### config.mk
export PLATFORM = sky130hd
export DESIGN_NAME = rbx_exchanger
export DESIGN_NICKNAME = d
export VERILOG_FILES = /design/src/pkg/rbx_pkg.sv /design/src/rtl/rbx_fifo.sv /design/src/rtl/rbx_exchanger.sv
export VERILOG_INCLUDE_DIRS = /design/src /design/src/pkg
export SDC_FILE = /design/constraint.sdc
export NUM_CORES = 1
export LEC_CHECK = 0
export ABC_AREA = 0
export ABC_CLOCK_PERIOD_IN_PS = 4400
export BUFFER_PORTS_ARGS = -buffer_cell sky130_fd_sc_hd__buf_4
export CORE_MARGIN = 10
export CORE_UTILIZATION = 40
export CTS_CLUSTER_SIZE = 30
export DETAILED_ROUTE_END_ITERATION = 12
export PLACE_DENSITY = 0.63
export SLEW_MARGIN = 40
export SYNTH_ARGS = -nofsm -noshare
export SYNTH_HDL_FRONTEND = slang
export SYNTH_HIERARCHICAL = 1
export SYNTH_SLANG_ARGS = --single-unit
### constraint.sdc
create_clock -name clk_sys -period 4.4 [get_ports clk_sys]
set_input_delay 0.88 -clock clk_sys [delete_from_list [all_inputs] [get_ports clk_sys]]
set_output_delay 0.88 -clock clk_sys [all_outputs]
set_load 0.01 [all_outputs]
### src/pkg/rbx_consts.svh
`ifndef RBX_CONSTS_SVH
`define RBX_CONSTS_SVH

// Port widths, half count and FIFO depth
`define RBX_NARROW_W 12
`define RBX_HALVES 2
`define RBX_FIFO_DEPTH 8
`define RBX_AXI_ADDR_W 8
`define RBX_AXI_DATA_W 32
`define RBX_AXI_STRB_W 4

// Register byte offsets
`define RBX_OFS_CTRL 8'h00
`define RBX_OFS_STATUS 8'h04
`define RBX_OFS_TXDATA 8'h08
`define RBX_OFS_WIDE 8'h0C
`define RBX_OFS_NARROW 8'h10

// Control register fields
`define RBX_CTRL_SRC_BIT 0
`define RBX_CTRL_RESET 1'h0

// Status register fields
`define RBX_STAT_EMPTY_BIT 0
`define RBX_STAT_FULL_BIT 1
`define RBX_STAT_UNDERRUN_BIT 2
`define RBX_STAT_SRC_BIT 3
`define RBX_STAT_COUNT_LSB 8

// Response codes
`define RBX_RESP_OKAY 2'h0
`define RBX_RESP_SLVERR 2'h2

// Reset values of the pin-facing registers
`define RBX_OE_N_RESET 1'h1
`define RBX_DATA_RESET 12'h000

`endif

### src/pkg/rbx_pkg.sv
`default_nettype none

`include "rbx_consts.svh"

package rbx_pkg;

  typedef logic [`RBX_AXI_ADDR_W-1:0] rbx_axi_addr_t;
  typedef logic [`RBX_AXI_DATA_W-1:0] rbx_axi_data_t;
  typedef logic [`RBX_AXI_STRB_W-1:0] rbx_axi_strb_t;
  typedef logic [1:0] rbx_resp_t;

  typedef enum logic [1:0] {
    RBX_WR_COLLECT = 2'b00,
    RBX_WR_PUSH = 2'b01,
    RBX_WR_RESP = 2'b10
  } rbx_wr_state_e;

endpackage : rbx_pkg

`default_nettype wire

### src/rtl/rbx_fifo.sv
`timescale 1ns/1ns
`default_nettype none

module rbx_fifo #(
  parameter int WIDTH = 12,
  parameter int DEPTH = 8
) (
  input wire logic clk_sys,
  input wire logic reset,
  input wire logic in_valid,
  output logic in_ready,
  input wire logic [WIDTH-1:0] in_data,
  output logic out_valid,
  input wire logic out_ready,
  output logic [WIDTH-1:0] out_data,
  output logic [$clog2(DEPTH+1)-1:0] count
);

  localparam int PW = (DEPTH > 1) ? $clog2(DEPTH) : 1;
  localparam int CW = $clog2(DEPTH+1);

  logic [WIDTH-1:0] mem [DEPTH];
  logic [PW-1:0] wr_ptr;
  logic [PW-1:0] rd_ptr;
  logic push;
  logic pop;

  assign in_ready = (count != CW'(DEPTH));
  assign out_valid = (count != '0);
  assign out_data = mem[rd_ptr];
  assign push = in_valid && in_ready;
  assign pop = out_valid && out_ready;

  always_ff @(posedge clk_sys)
  begin
    if (push)
    begin
      mem[wr_ptr] <= in_data;
    end
  end

  always_ff @(posedge clk_sys or posedge reset)
  begin
    if (reset)
    begin
      wr_ptr <= '0;
      rd_ptr <= '0;
      count <= '0;
    end
    else
    begin
      if (push)
      begin
        wr_ptr <= (wr_ptr == PW'(DEPTH-1)) ? '0 : PW'(wr_ptr + 1'b1);
      end
      if (pop)
      begin
        rd_ptr <= (rd_ptr == PW'(DEPTH-1)) ? '0 : PW'(rd_ptr + 1'b1);
      end
      if (push && !pop)
      begin
        count <= CW'(count + 1'b1);
      end
      else if (pop && !push)
      begin
        count <= CW'(count - 1'b1);
      end
    end
  end

endmodule : rbx_fifo

`default_nettype wire

### src/rtl/rbx_exchanger.sv
// Summary of operation
// - Wide half register loads narrow data only at rising edge with its enable low.
// - One enable low loads only that half; the other half holds.
// - Both enables low load both halves alike; both high hold both.
// - Wide-to-narrow direction uses one single storage register.
// - Narrow register loads first half when select high, second when low.
// - Half select routes the chosen wide half to the narrow outputs.
// - Narrow outputs come from a register, never combinationally from wide inputs.
// - All control inputs are sampled by registers at the rising edge.
// - Each port drives only while its registered active-low enable is low.
// - Output drive state is updated at every rising clock edge from the enable pins.
//
// The register offsets and register access over AXI4-Lite are this design's own decisions.
`timescale 1ns/1ns
`default_nettype none

`include "rbx_consts.svh"

module rbx_exchanger #(
  parameter int NARROW_W = `RBX_NARROW_W,
  parameter int FIFO_DEPTH = `RBX_FIFO_DEPTH
) (
  input wire logic clk_sys,
  input wire logic reset,
  // AXI4-Lite slave
  input wire logic s_axi_awvalid,
  output logic s_axi_awready,
  input wire rbx_pkg::rbx_axi_addr_t s_axi_awaddr,
  input wire logic [2:0] s_axi_awprot,
  input wire logic s_axi_wvalid,
  output logic s_axi_wready,
  input wire rbx_pkg::rbx_axi_data_t s_axi_wdata,
  input wire rbx_pkg::rbx_axi_strb_t s_axi_wstrb,
  output logic s_axi_bvalid,
  input wire logic s_axi_bready,
  output rbx_pkg::rbx_resp_t s_axi_bresp,
  input wire logic s_axi_arvalid,
  output logic s_axi_arready,
  input wire rbx_pkg::rbx_axi_addr_t s_axi_araddr,
  input wire logic [2:0] s_axi_arprot,
  output logic s_axi_rvalid,
  input wire logic s_axi_rready,
  output rbx_pkg::rbx_axi_data_t s_axi_rdata,
  output rbx_pkg::rbx_resp_t s_axi_rresp,
  // Control pins
  input wire logic first_half_load_enable_n,
  input wire logic second_half_load_enable_n,
  input wire logic half_select,
  input wire logic narrow_port_output_enable_n,
  input wire logic first_half_output_enable_n,
  input wire logic second_half_output_enable_n,
  // Narrow port
  input wire logic [NARROW_W-1:0] narrow_port_in,
  output logic [NARROW_W-1:0] narrow_port_out,
  output logic narrow_port_oe_n,
  // Wide port, first half
  input wire logic [NARROW_W-1:0] wide_first_half_port_in,
  output logic [NARROW_W-1:0] wide_first_half_port_out,
  output logic wide_first_half_port_oe_n,
  // Wide port, second half
  input wire logic [NARROW_W-1:0] wide_second_half_port_in,
  output logic [NARROW_W-1:0] wide_second_half_port_out,
  output logic wide_second_half_port_oe_n
);

  import rbx_pkg::*;

  localparam int CW = $clog2(FIFO_DEPTH+1);

  // Per-half views of the pins
  logic [`RBX_HALVES-1:0] load_en_n;
  logic [`RBX_HALVES-1:0] half_oe_n_in;
  logic [NARROW_W-1:0] half_q [`RBX_HALVES];
  logic [`RBX_HALVES-1:0] half_oe_n_q;

  // Narrow-side storage
  logic [NARROW_W-1:0] narrow_q;
  logic narrow_oe_n_q;

  // Software state
  logic src_sw;
  logic underrun;

  // FIFO wiring
  logic fifo_in_valid;
  logic fifo_in_ready;
  logic fifo_out_valid;
  logic fifo_out_ready;
  logic [NARROW_W-1:0] fifo_out_data;
  logic [CW-1:0] fifo_count;

  // Load path
  logic [NARROW_W-1:0] load_data;
  logic any_load;
  logic load_ok;

  // Write channel
  rbx_wr_state_e wr_state;
  logic aw_held;
  logic w_held;
  rbx_axi_addr_t aw_addr_q;
  rbx_axi_data_t w_data_q;
  rbx_axi_strb_t w_strb_q;
  logic wr_commit;
  logic wr_mapped;

  // Read channel
  rbx_axi_data_t next_rdata;
  rbx_resp_t next_rresp;

  assign load_en_n = {second_half_load_enable_n, first_half_load_enable_n};
  assign half_oe_n_in = {second_half_output_enable_n, first_half_output_enable_n};

  // Narrow word source: pins, or FIFO head in software mode
  assign load_data = src_sw ? fifo_out_data : narrow_port_in;
  assign any_load = (load_en_n != '1);
  assign load_ok = !src_sw || fifo_out_valid;
  assign fifo_out_ready = src_sw && any_load;

  // Wide halves, each with its own enable and output enable
  genvar gi;
  generate
    for (gi = 0; gi < `RBX_HALVES; gi++)
    begin : g_half
      always_ff @(posedge clk_sys or posedge reset)
      begin
        if (reset)
        begin
          half_q[gi] <= `RBX_DATA_RESET;
        end
        else if (!load_en_n[gi] && load_ok)
        begin
          half_q[gi] <= load_data;
        end
      end

      always_ff @(posedge clk_sys or posedge reset)
      begin
        if (reset)
        begin
          half_oe_n_q[gi] <= `RBX_OE_N_RESET;
        end
        else
        begin
          half_oe_n_q[gi] <= half_oe_n_in[gi];
        end
      end
    end
  endgenerate

  assign wide_first_half_port_out = half_q[0];
  assign wide_second_half_port_out = half_q[1];
  assign wide_first_half_port_oe_n = half_oe_n_q[0];
  assign wide_second_half_port_oe_n = half_oe_n_q[1];

  // Single register toward the narrow port
  always_ff @(posedge clk_sys or posedge reset)
  begin
    if (reset)
    begin
      narrow_q <= `RBX_DATA_RESET;
    end
    else
    begin
      narrow_q <= half_select ? wide_first_half_port_in : wide_second_half_port_in;
    end
  end

  always_ff @(posedge clk_sys or posedge reset)
  begin
    if (reset)
    begin
      narrow_oe_n_q <= `RBX_OE_N_RESET;
    end
    else
    begin
      narrow_oe_n_q <= narrow_port_output_enable_n;
    end
  end

  assign narrow_port_out = narrow_q;
  assign narrow_port_oe_n = narrow_oe_n_q;

  // Software-fed narrow words
  rbx_fifo #(
    .WIDTH(NARROW_W),
    .DEPTH(FIFO_DEPTH)
  ) u_fifo (
    .clk_sys(clk_sys),
    .reset(reset),
    .in_valid(fifo_in_valid),
    .in_ready(fifo_in_ready),
    .in_data(w_data_q[NARROW_W-1:0]),
    .out_valid(fifo_out_valid),
    .out_ready(fifo_out_ready),
    .out_data(fifo_out_data),
    .count(fifo_count)
  );

  assign fifo_in_valid = (wr_state == RBX_WR_PUSH);

  // Address decode of the held write
  assign wr_mapped = (aw_addr_q == `RBX_OFS_CTRL) || (aw_addr_q == `RBX_OFS_STATUS) ||
                     (aw_addr_q == `RBX_OFS_TXDATA) || (aw_addr_q == `RBX_OFS_WIDE) ||
                     (aw_addr_q == `RBX_OFS_NARROW);
  assign wr_commit = (wr_state == RBX_WR_COLLECT) && aw_held && w_held;

  // Write channel: address and data in either order, response after both
  always_ff @(posedge clk_sys or posedge reset)
  begin
    if (reset)
    begin
      wr_state <= RBX_WR_COLLECT;
      aw_held <= 1'b0;
      w_held <= 1'b0;
      aw_addr_q <= '0;
      w_data_q <= '0;
      w_strb_q <= '0;
      s_axi_awready <= 1'b1;
      s_axi_wready <= 1'b1;
      s_axi_bvalid <= 1'b0;
      s_axi_bresp <= `RBX_RESP_OKAY;
    end
    else
    begin
      case (wr_state)
        RBX_WR_COLLECT:
        begin
          if (s_axi_awvalid && s_axi_awready)
          begin
            aw_held <= 1'b1;
            aw_addr_q <= s_axi_awaddr;
            s_axi_awready <= 1'b0;
          end
          if (s_axi_wvalid && s_axi_wready)
          begin
            w_held <= 1'b1;
            w_data_q <= s_axi_wdata;
            w_strb_q <= s_axi_wstrb;
            s_axi_wready <= 1'b0;
          end
          if (wr_commit)
          begin
            if (aw_addr_q == `RBX_OFS_TXDATA)
            begin
              wr_state <= RBX_WR_PUSH;
            end
            else
            begin
              wr_state <= RBX_WR_RESP;
              s_axi_bvalid <= 1'b1;
              s_axi_bresp <= wr_mapped ? `RBX_RESP_OKAY : `RBX_RESP_SLVERR;
            end
          end
        end
        RBX_WR_PUSH:
        begin
          // Stalls here while the FIFO is full
          if (fifo_in_ready)
          begin
            wr_state <= RBX_WR_RESP;
            s_axi_bvalid <= 1'b1;
            s_axi_bresp <= `RBX_RESP_OKAY;
          end
        end
        RBX_WR_RESP:
        begin
          if (s_axi_bready)
          begin
            wr_state <= RBX_WR_COLLECT;
            s_axi_bvalid <= 1'b0;
            aw_held <= 1'b0;
            w_held <= 1'b0;
            s_axi_awready <= 1'b1;
            s_axi_wready <= 1'b1;
          end
        end
        default:
        begin
          wr_state <= RBX_WR_COLLECT;
        end
      endcase
    end
  end

  // Control register
  always_ff @(posedge clk_sys or posedge reset)
  begin
    if (reset)
    begin
      src_sw <= `RBX_CTRL_RESET;
    end
    else if (wr_commit && aw_addr_q == `RBX_OFS_CTRL && w_strb_q[0])
    begin
      src_sw <= w_data_q[`RBX_CTRL_SRC_BIT];
    end
  end

  // Underrun: load asked in software mode with FIFO empty; set wins over clear
  always_ff @(posedge clk_sys or posedge reset)
  begin
    if (reset)
    begin
      underrun <= 1'b0;
    end
    else if (src_sw && any_load && !fifo_out_valid)
    begin
      underrun <= 1'b1;
    end
    else if (wr_commit && aw_addr_q == `RBX_OFS_STATUS && w_strb_q[0] &&
             w_data_q[`RBX_STAT_UNDERRUN_BIT])
    begin
      underrun <= 1'b0;
    end
  end

  // Read data mux
  always_comb
  begin
    next_rdata = '0;
    next_rresp = `RBX_RESP_OKAY;
    case (s_axi_araddr)
      `RBX_OFS_CTRL:
      begin
        next_rdata[`RBX_CTRL_SRC_BIT] = src_sw;
      end
      `RBX_OFS_STATUS:
      begin
        next_rdata[`RBX_STAT_EMPTY_BIT] = !fifo_out_valid;
        next_rdata[`RBX_STAT_FULL_BIT] = !fifo_in_ready;
        next_rdata[`RBX_STAT_UNDERRUN_BIT] = underrun;
        next_rdata[`RBX_STAT_SRC_BIT] = src_sw;
        next_rdata[`RBX_STAT_COUNT_LSB +: CW] = fifo_count;
      end
      `RBX_OFS_TXDATA:
      begin
        next_rdata = '0;
      end
      `RBX_OFS_WIDE:
      begin
        next_rdata[2*NARROW_W-1:0] = {half_q[1], half_q[0]};
      end
      `RBX_OFS_NARROW:
      begin
        next_rdata[NARROW_W-1:0] = narrow_q;
      end
      default:
      begin
        next_rresp = `RBX_RESP_SLVERR;
      end
    endcase
  end

  // Read channel
  always_ff @(posedge clk_sys or posedge reset)
  begin
    if (reset)
    begin
      s_axi_arready <= 1'b1;
      s_axi_rvalid <= 1'b0;
      s_axi_rdata <= '0;
      s_axi_rresp <= `RBX_RESP_OKAY;
    end
    else if (s_axi_arvalid && s_axi_arready)
    begin
      s_axi_arready <= 1'b0;
      s_axi_rvalid <= 1'b1;
      s_axi_rdata <= next_rdata;
      s_axi_rresp <= next_rresp;
    end
    else if (s_axi_rvalid && s_axi_rready)
    begin
      s_axi_rvalid <= 1'b0;
      s_axi_arready <= 1'b1;
    end
  end

endmodule : rbx_exchanger

`default_nettype wire

==> summary.txt <==
Finish
  – Layout filler cell count: about 1800
  – Final Net Count: 823
  – Highest-count cells in the layout ignoring fill and taps: sky130_fd_sc_hd__buf_4, sky130_fd_sc_hd__dfrtp_1, sky130_fd_sc_hd__edfxtp_1
  – Antenna diode count: 0
  – Area growth from synthesis to layout: 25.49%
  – Commonest non-fill, non-tap cell in the layout: sky130_fd_sc_hd__buf_4
  – Share of layout cells above drive strength 1: 0.3596

Die
  – Number of rows created at floorplan: 53
  – Die outline area: roughly 27000 um^2
  – Effective utilization at floorplan: 0.4059
  – Number of top-level pins: about 190
  – Standard cell core area: 20960 um^2
  – Die height: 165.8 um
  – Width of the die: 165.8 um

Routing
  – Detailed-route wire length: 20.46 mm
  – Vias: 5196
  – Initial drt markers: 362
  – Drt via density: 5.206
  – Drt pass-1 iters: 4
  – Average wire length per cell after detail routing: 20.50 um
  – Count of nets left with antenna violations after detail routing: 0
  – Post-route DRC: 0

Worst setup path
  – Critical Setup Path Class: register to register
  – Arrival time worst endpoint: 3.40 ns
  – Maximum fanout along the worst path: 8
  – Worst setup SP type: register
  – Data required time of the worst path: 4.76 ns
  – Endpoint class of the critical path: register

Clock tree
  – TritonCTS sink count: 203
  – Cell at the root of the clock tree: sky130_fd_sc_hd__clkbuf_16
  – Hold-fix buffers, CTS: 0
  – Clock latency of the later-clocked register in the worst-skew pair: 0.50 ns
  – Maximum buffer depth of the clock tree: 3
  – Clock tree from TritonCTS: built
  – H-tree Lvls: 1
  – Post-CTS Setup Repair Bufs: 0
  – Count of instances resized after the clock tree is built: 0
  – Clock transition at path regs: roughly 0.06 ns
  – Number of buffers created by CTS: 21

Synth
  – Number of distinct library cell variants in the gate-level netlist after synthesis: 55
  – Main synth FF type: sky130_fd_sc_hd__dfrtp_1
  – EDFF count, synth: 96
  – Post-Syn Area: 8506 um^2
  – Cells after synthesis: 551
  – Count of synthesis-stage warnings from yosys: 6
  – Sequential share of the synthesized area: 0.6546
  – Yosys reg bits: between 200 and 250
  – Async S/R FF share, synth: 0.5271
  – Synthesized area per cell: between 15 and 20 um^2

STA
  – Min Clock Period, post-route: slightly above 3 ns
  – Fin Setup TNS: 0 ns
  – Unrepaired setup endpoints after global routing: false
  – Finish-stage setup viols: 0
  – Hold violation count in the final report: 0
  – Crit share post-route: 0.6915
  – Max-slew headroom: 0.5209
  – Tightest Pin Transition: 0.7187 ns
  – Maximum frequency from static timing analysis: about 330 MHz
  – Number of slew-limit violations in the final report: 0
  – Minimum setup slack in the final design: 1.357 ns
  – Worst Skew: between 0.007 and 0.008 ns

Place
  – Count of input and output buffers: roughly 150
  – Post-DP HPWL: 14.94 mm
  – Weighted congestion reported at the end of routability-driven placement: slightly below 0.9
  – Worst setup timing slack at the placement stage: 1.154 ns

GRT
  – Antenna violations before repair: 0
  – Gr usage total: 0.1469
  – Overall overflow remaining after global route: 0
  – Via count of the first global-routing pass: 5624
  – Global-route wire length before repair: approximately 33 mm
  – Largest net degree at the start of global routing: 78

Run status
  – Run status: finished, final reports clean

Pwr
  – PwrDens: 512.0 nW/um^2
  – Worst voltage drop across the vdd grid: about 0.22 mV
  – Static leakage: 4.308 nW
  – Post-route total power: 0.005466 W

Worst hold path
  – Hold/Removal Path Class: primary input to asynchronous set/reset pin

Run
  – Total of max-cap violations: 0
-- flip-flops by register name, indices dropped and copies added (netlist names), 2 cells and up --
| name | flops |
|---|---|
| aw_addr_q | 8 |
| narrow_port_out | 12 |
| s_axi_rdata | 24 |
| u_fifo/count | 4 |
| u_fifo/mem | 96 |
| u_fifo/rd_ptr | 3 |
| u_fifo/wr_ptr | 3 |
| w_data_q | 12 |
| wide_first_half_port_out | 12 |
| wide_second_half_port_out | 12 |
| wr_state | 2 |
-- critical path, cell delays in order (launching register included) --
cell and delay, ns:
sky130_fd_sc_hd__dfrtp_1 0.50, sky130_fd_sc_hd__or4b_4 0.65, sky130_fd_sc_hd__nand2_2 0.22, sky130_fd_sc_hd__inv_1 0.07, sky130_fd_sc_hd__ha_1 0.26, sky130_fd_sc_hd__inv_1 0.15
sky130_fd_sc_hd__ha_1 0.31, sky130_fd_sc_hd__or4_1 0.53, sky130_fd_sc_hd__nand3_1 0.10, sky130_fd_sc_hd__o221ai_1 0.11
-- cells in the mapped netlist (5+ instances only) --
| cell type | n | area (um^2) |
|---|---|---|
| sky130_fd_sc_hd__a21oi_1 | 25 | 125.1 |
| sky130_fd_sc_hd__mux2_1 | 10 | 112.6 |
| sky130_fd_sc_hd__a22oi_1 | 15 | 112.6 |
| sky130_fd_sc_hd__nand2_1 | 22 | 82.58 |
| sky130_fd_sc_hd__nor2_1 | 37 | 138.9 |
| sky130_fd_sc_hd__clkbuf_1 | 12 | 45.04 |
| sky130_fd_sc_hd__mux2_2 | 42 | 473.0 |
| sky130_fd_sc_hd__ha_1 | 7 | 87.58 |
| sky130_fd_sc_hd__dfrtp_1 | 101 | 2527 |
| sky130_fd_sc_hd__mux4_1 | 22 | 578.1 |
| sky130_fd_sc_hd__a22o_1 | 13 | 113.9 |
| sky130_fd_sc_hd__nor2b_1 | 7 | 43.79 |
| sky130_fd_sc_hd__edfxtp_1 | 96 | 2883 |
| sky130_fd_sc_hd__o21ai_1 | 12 | 60.06 |
| sky130_fd_sc_hd__buf_2 | 8 | 40.04 |
| sky130_fd_sc_hd__buf_4 | 10 | 75.07 |
| sky130_fd_sc_hd__nand2b_1 | 5 | 31.28 |
| sky130_fd_sc_hd__nor3_1 | 7 | 35.03 |
| sky130_fd_sc_hd__dfstp_2 | 6 | 157.7 |
| sky130_fd_sc_hd__inv_1 | 10 | 37.54 |
| sky130_fd_sc_hd__o21ai_0 | 13 | 65.06 |
| sky130_fd_sc_hd__mux2i_1 | 14 | 140.1 |
-- cells by family (layout without fill, tap and decap cells) --
group | after synthesis | after routing | share of synthesized area
adder cells (fa/ha/maj) | 8 | 8 | 0.01265
flip-flops | 203 | 203 | 0.6546
XOR/XNOR | 2 | 2 | 0.002060
AND/OR/NAND/NOR | 109 | 109 | 0.07017
buffers and inverters | 45 | 208 | 0.02898
other | 1 | 10 | 0.0004409
multiplexers | 90 | 90 | 0.1586
AO/OA/AOI/OAI | 93 | 93 | 0.07252
-- where the power goes --
part           internal (W)  switching [W]
Clock               0.00122       0.000711
Sequential          0.00235       0.000333
Combinational      0.000481       0.000371
Total               0.00405        0.00141
-- worst paths after layout --
check	start	end	slack (ns)	depth (start not counted)
worst max-delay path	u_fifo/count[0]	u_fifo/count[3]	1.36	9
worst min-delay path	reset	u_fifo/wr_ptr[0]	0.41	2
worst max register to register	u_fifo/count[0]	u_fifo/count[3]	1.36	9
worst min register to register	s_axi_rdata[8]	s_axi_rdata[8]	0.49	2
max in group asynchronous	reset	s_axi_awready	3.11	3
min in group clk_sys	s_axi_rdata[8]	s_axi_rdata[8]	0.49	2
-- metrics by stage --
stage | util | instance area, um^2 | cells | hold slack (ns)
after CTS | 0.5094 | 10670 | 998 | 0.4152
final | 0.5094 | 10670 | 998 | 0.4101
after global placement | 0.4718 | 9886 | 959 | 0.4636
after floorplan | - | 8539 | 560 | 0.4507
after detailed placement | 0.4727 | 9905 | 960 | 0.4724
after global routing | 0.5094 | 10670 | 998 | 0.4400
-- cell type report --
| type | instances | area [um^2] | share of cell area |
|---|---|---|---|
| clock buffers | 25 | 571.8 | 0.05357 |
| clock inverters | 13 | 197.7 | 0.01852 |
| inverters | 10 | 42.54 | 0.003985 |
| multi-input cells | 312 | 2743 | 0.2569 |
| flip-flops and latches | 203 | 5570 | 0.5219 |
| well taps | 275 | 344.1 | 0.03224 |
| repair buffers | 160 | 1205 | 0.1129 |
-- metal layers --
metal / vias up / GRT usage / share of wire
li1: 2401 / - / -
met4: 0 / 0.04276 / 0.024
met2: 196 / 0.2517 / 0.49
met5: - / 0 / 0
met1: 2565 / 0.1843 / 0.43
met3: 34 / 0.02863 / 0.056
No activity file was read; power rests on OpenSTA's default activity.
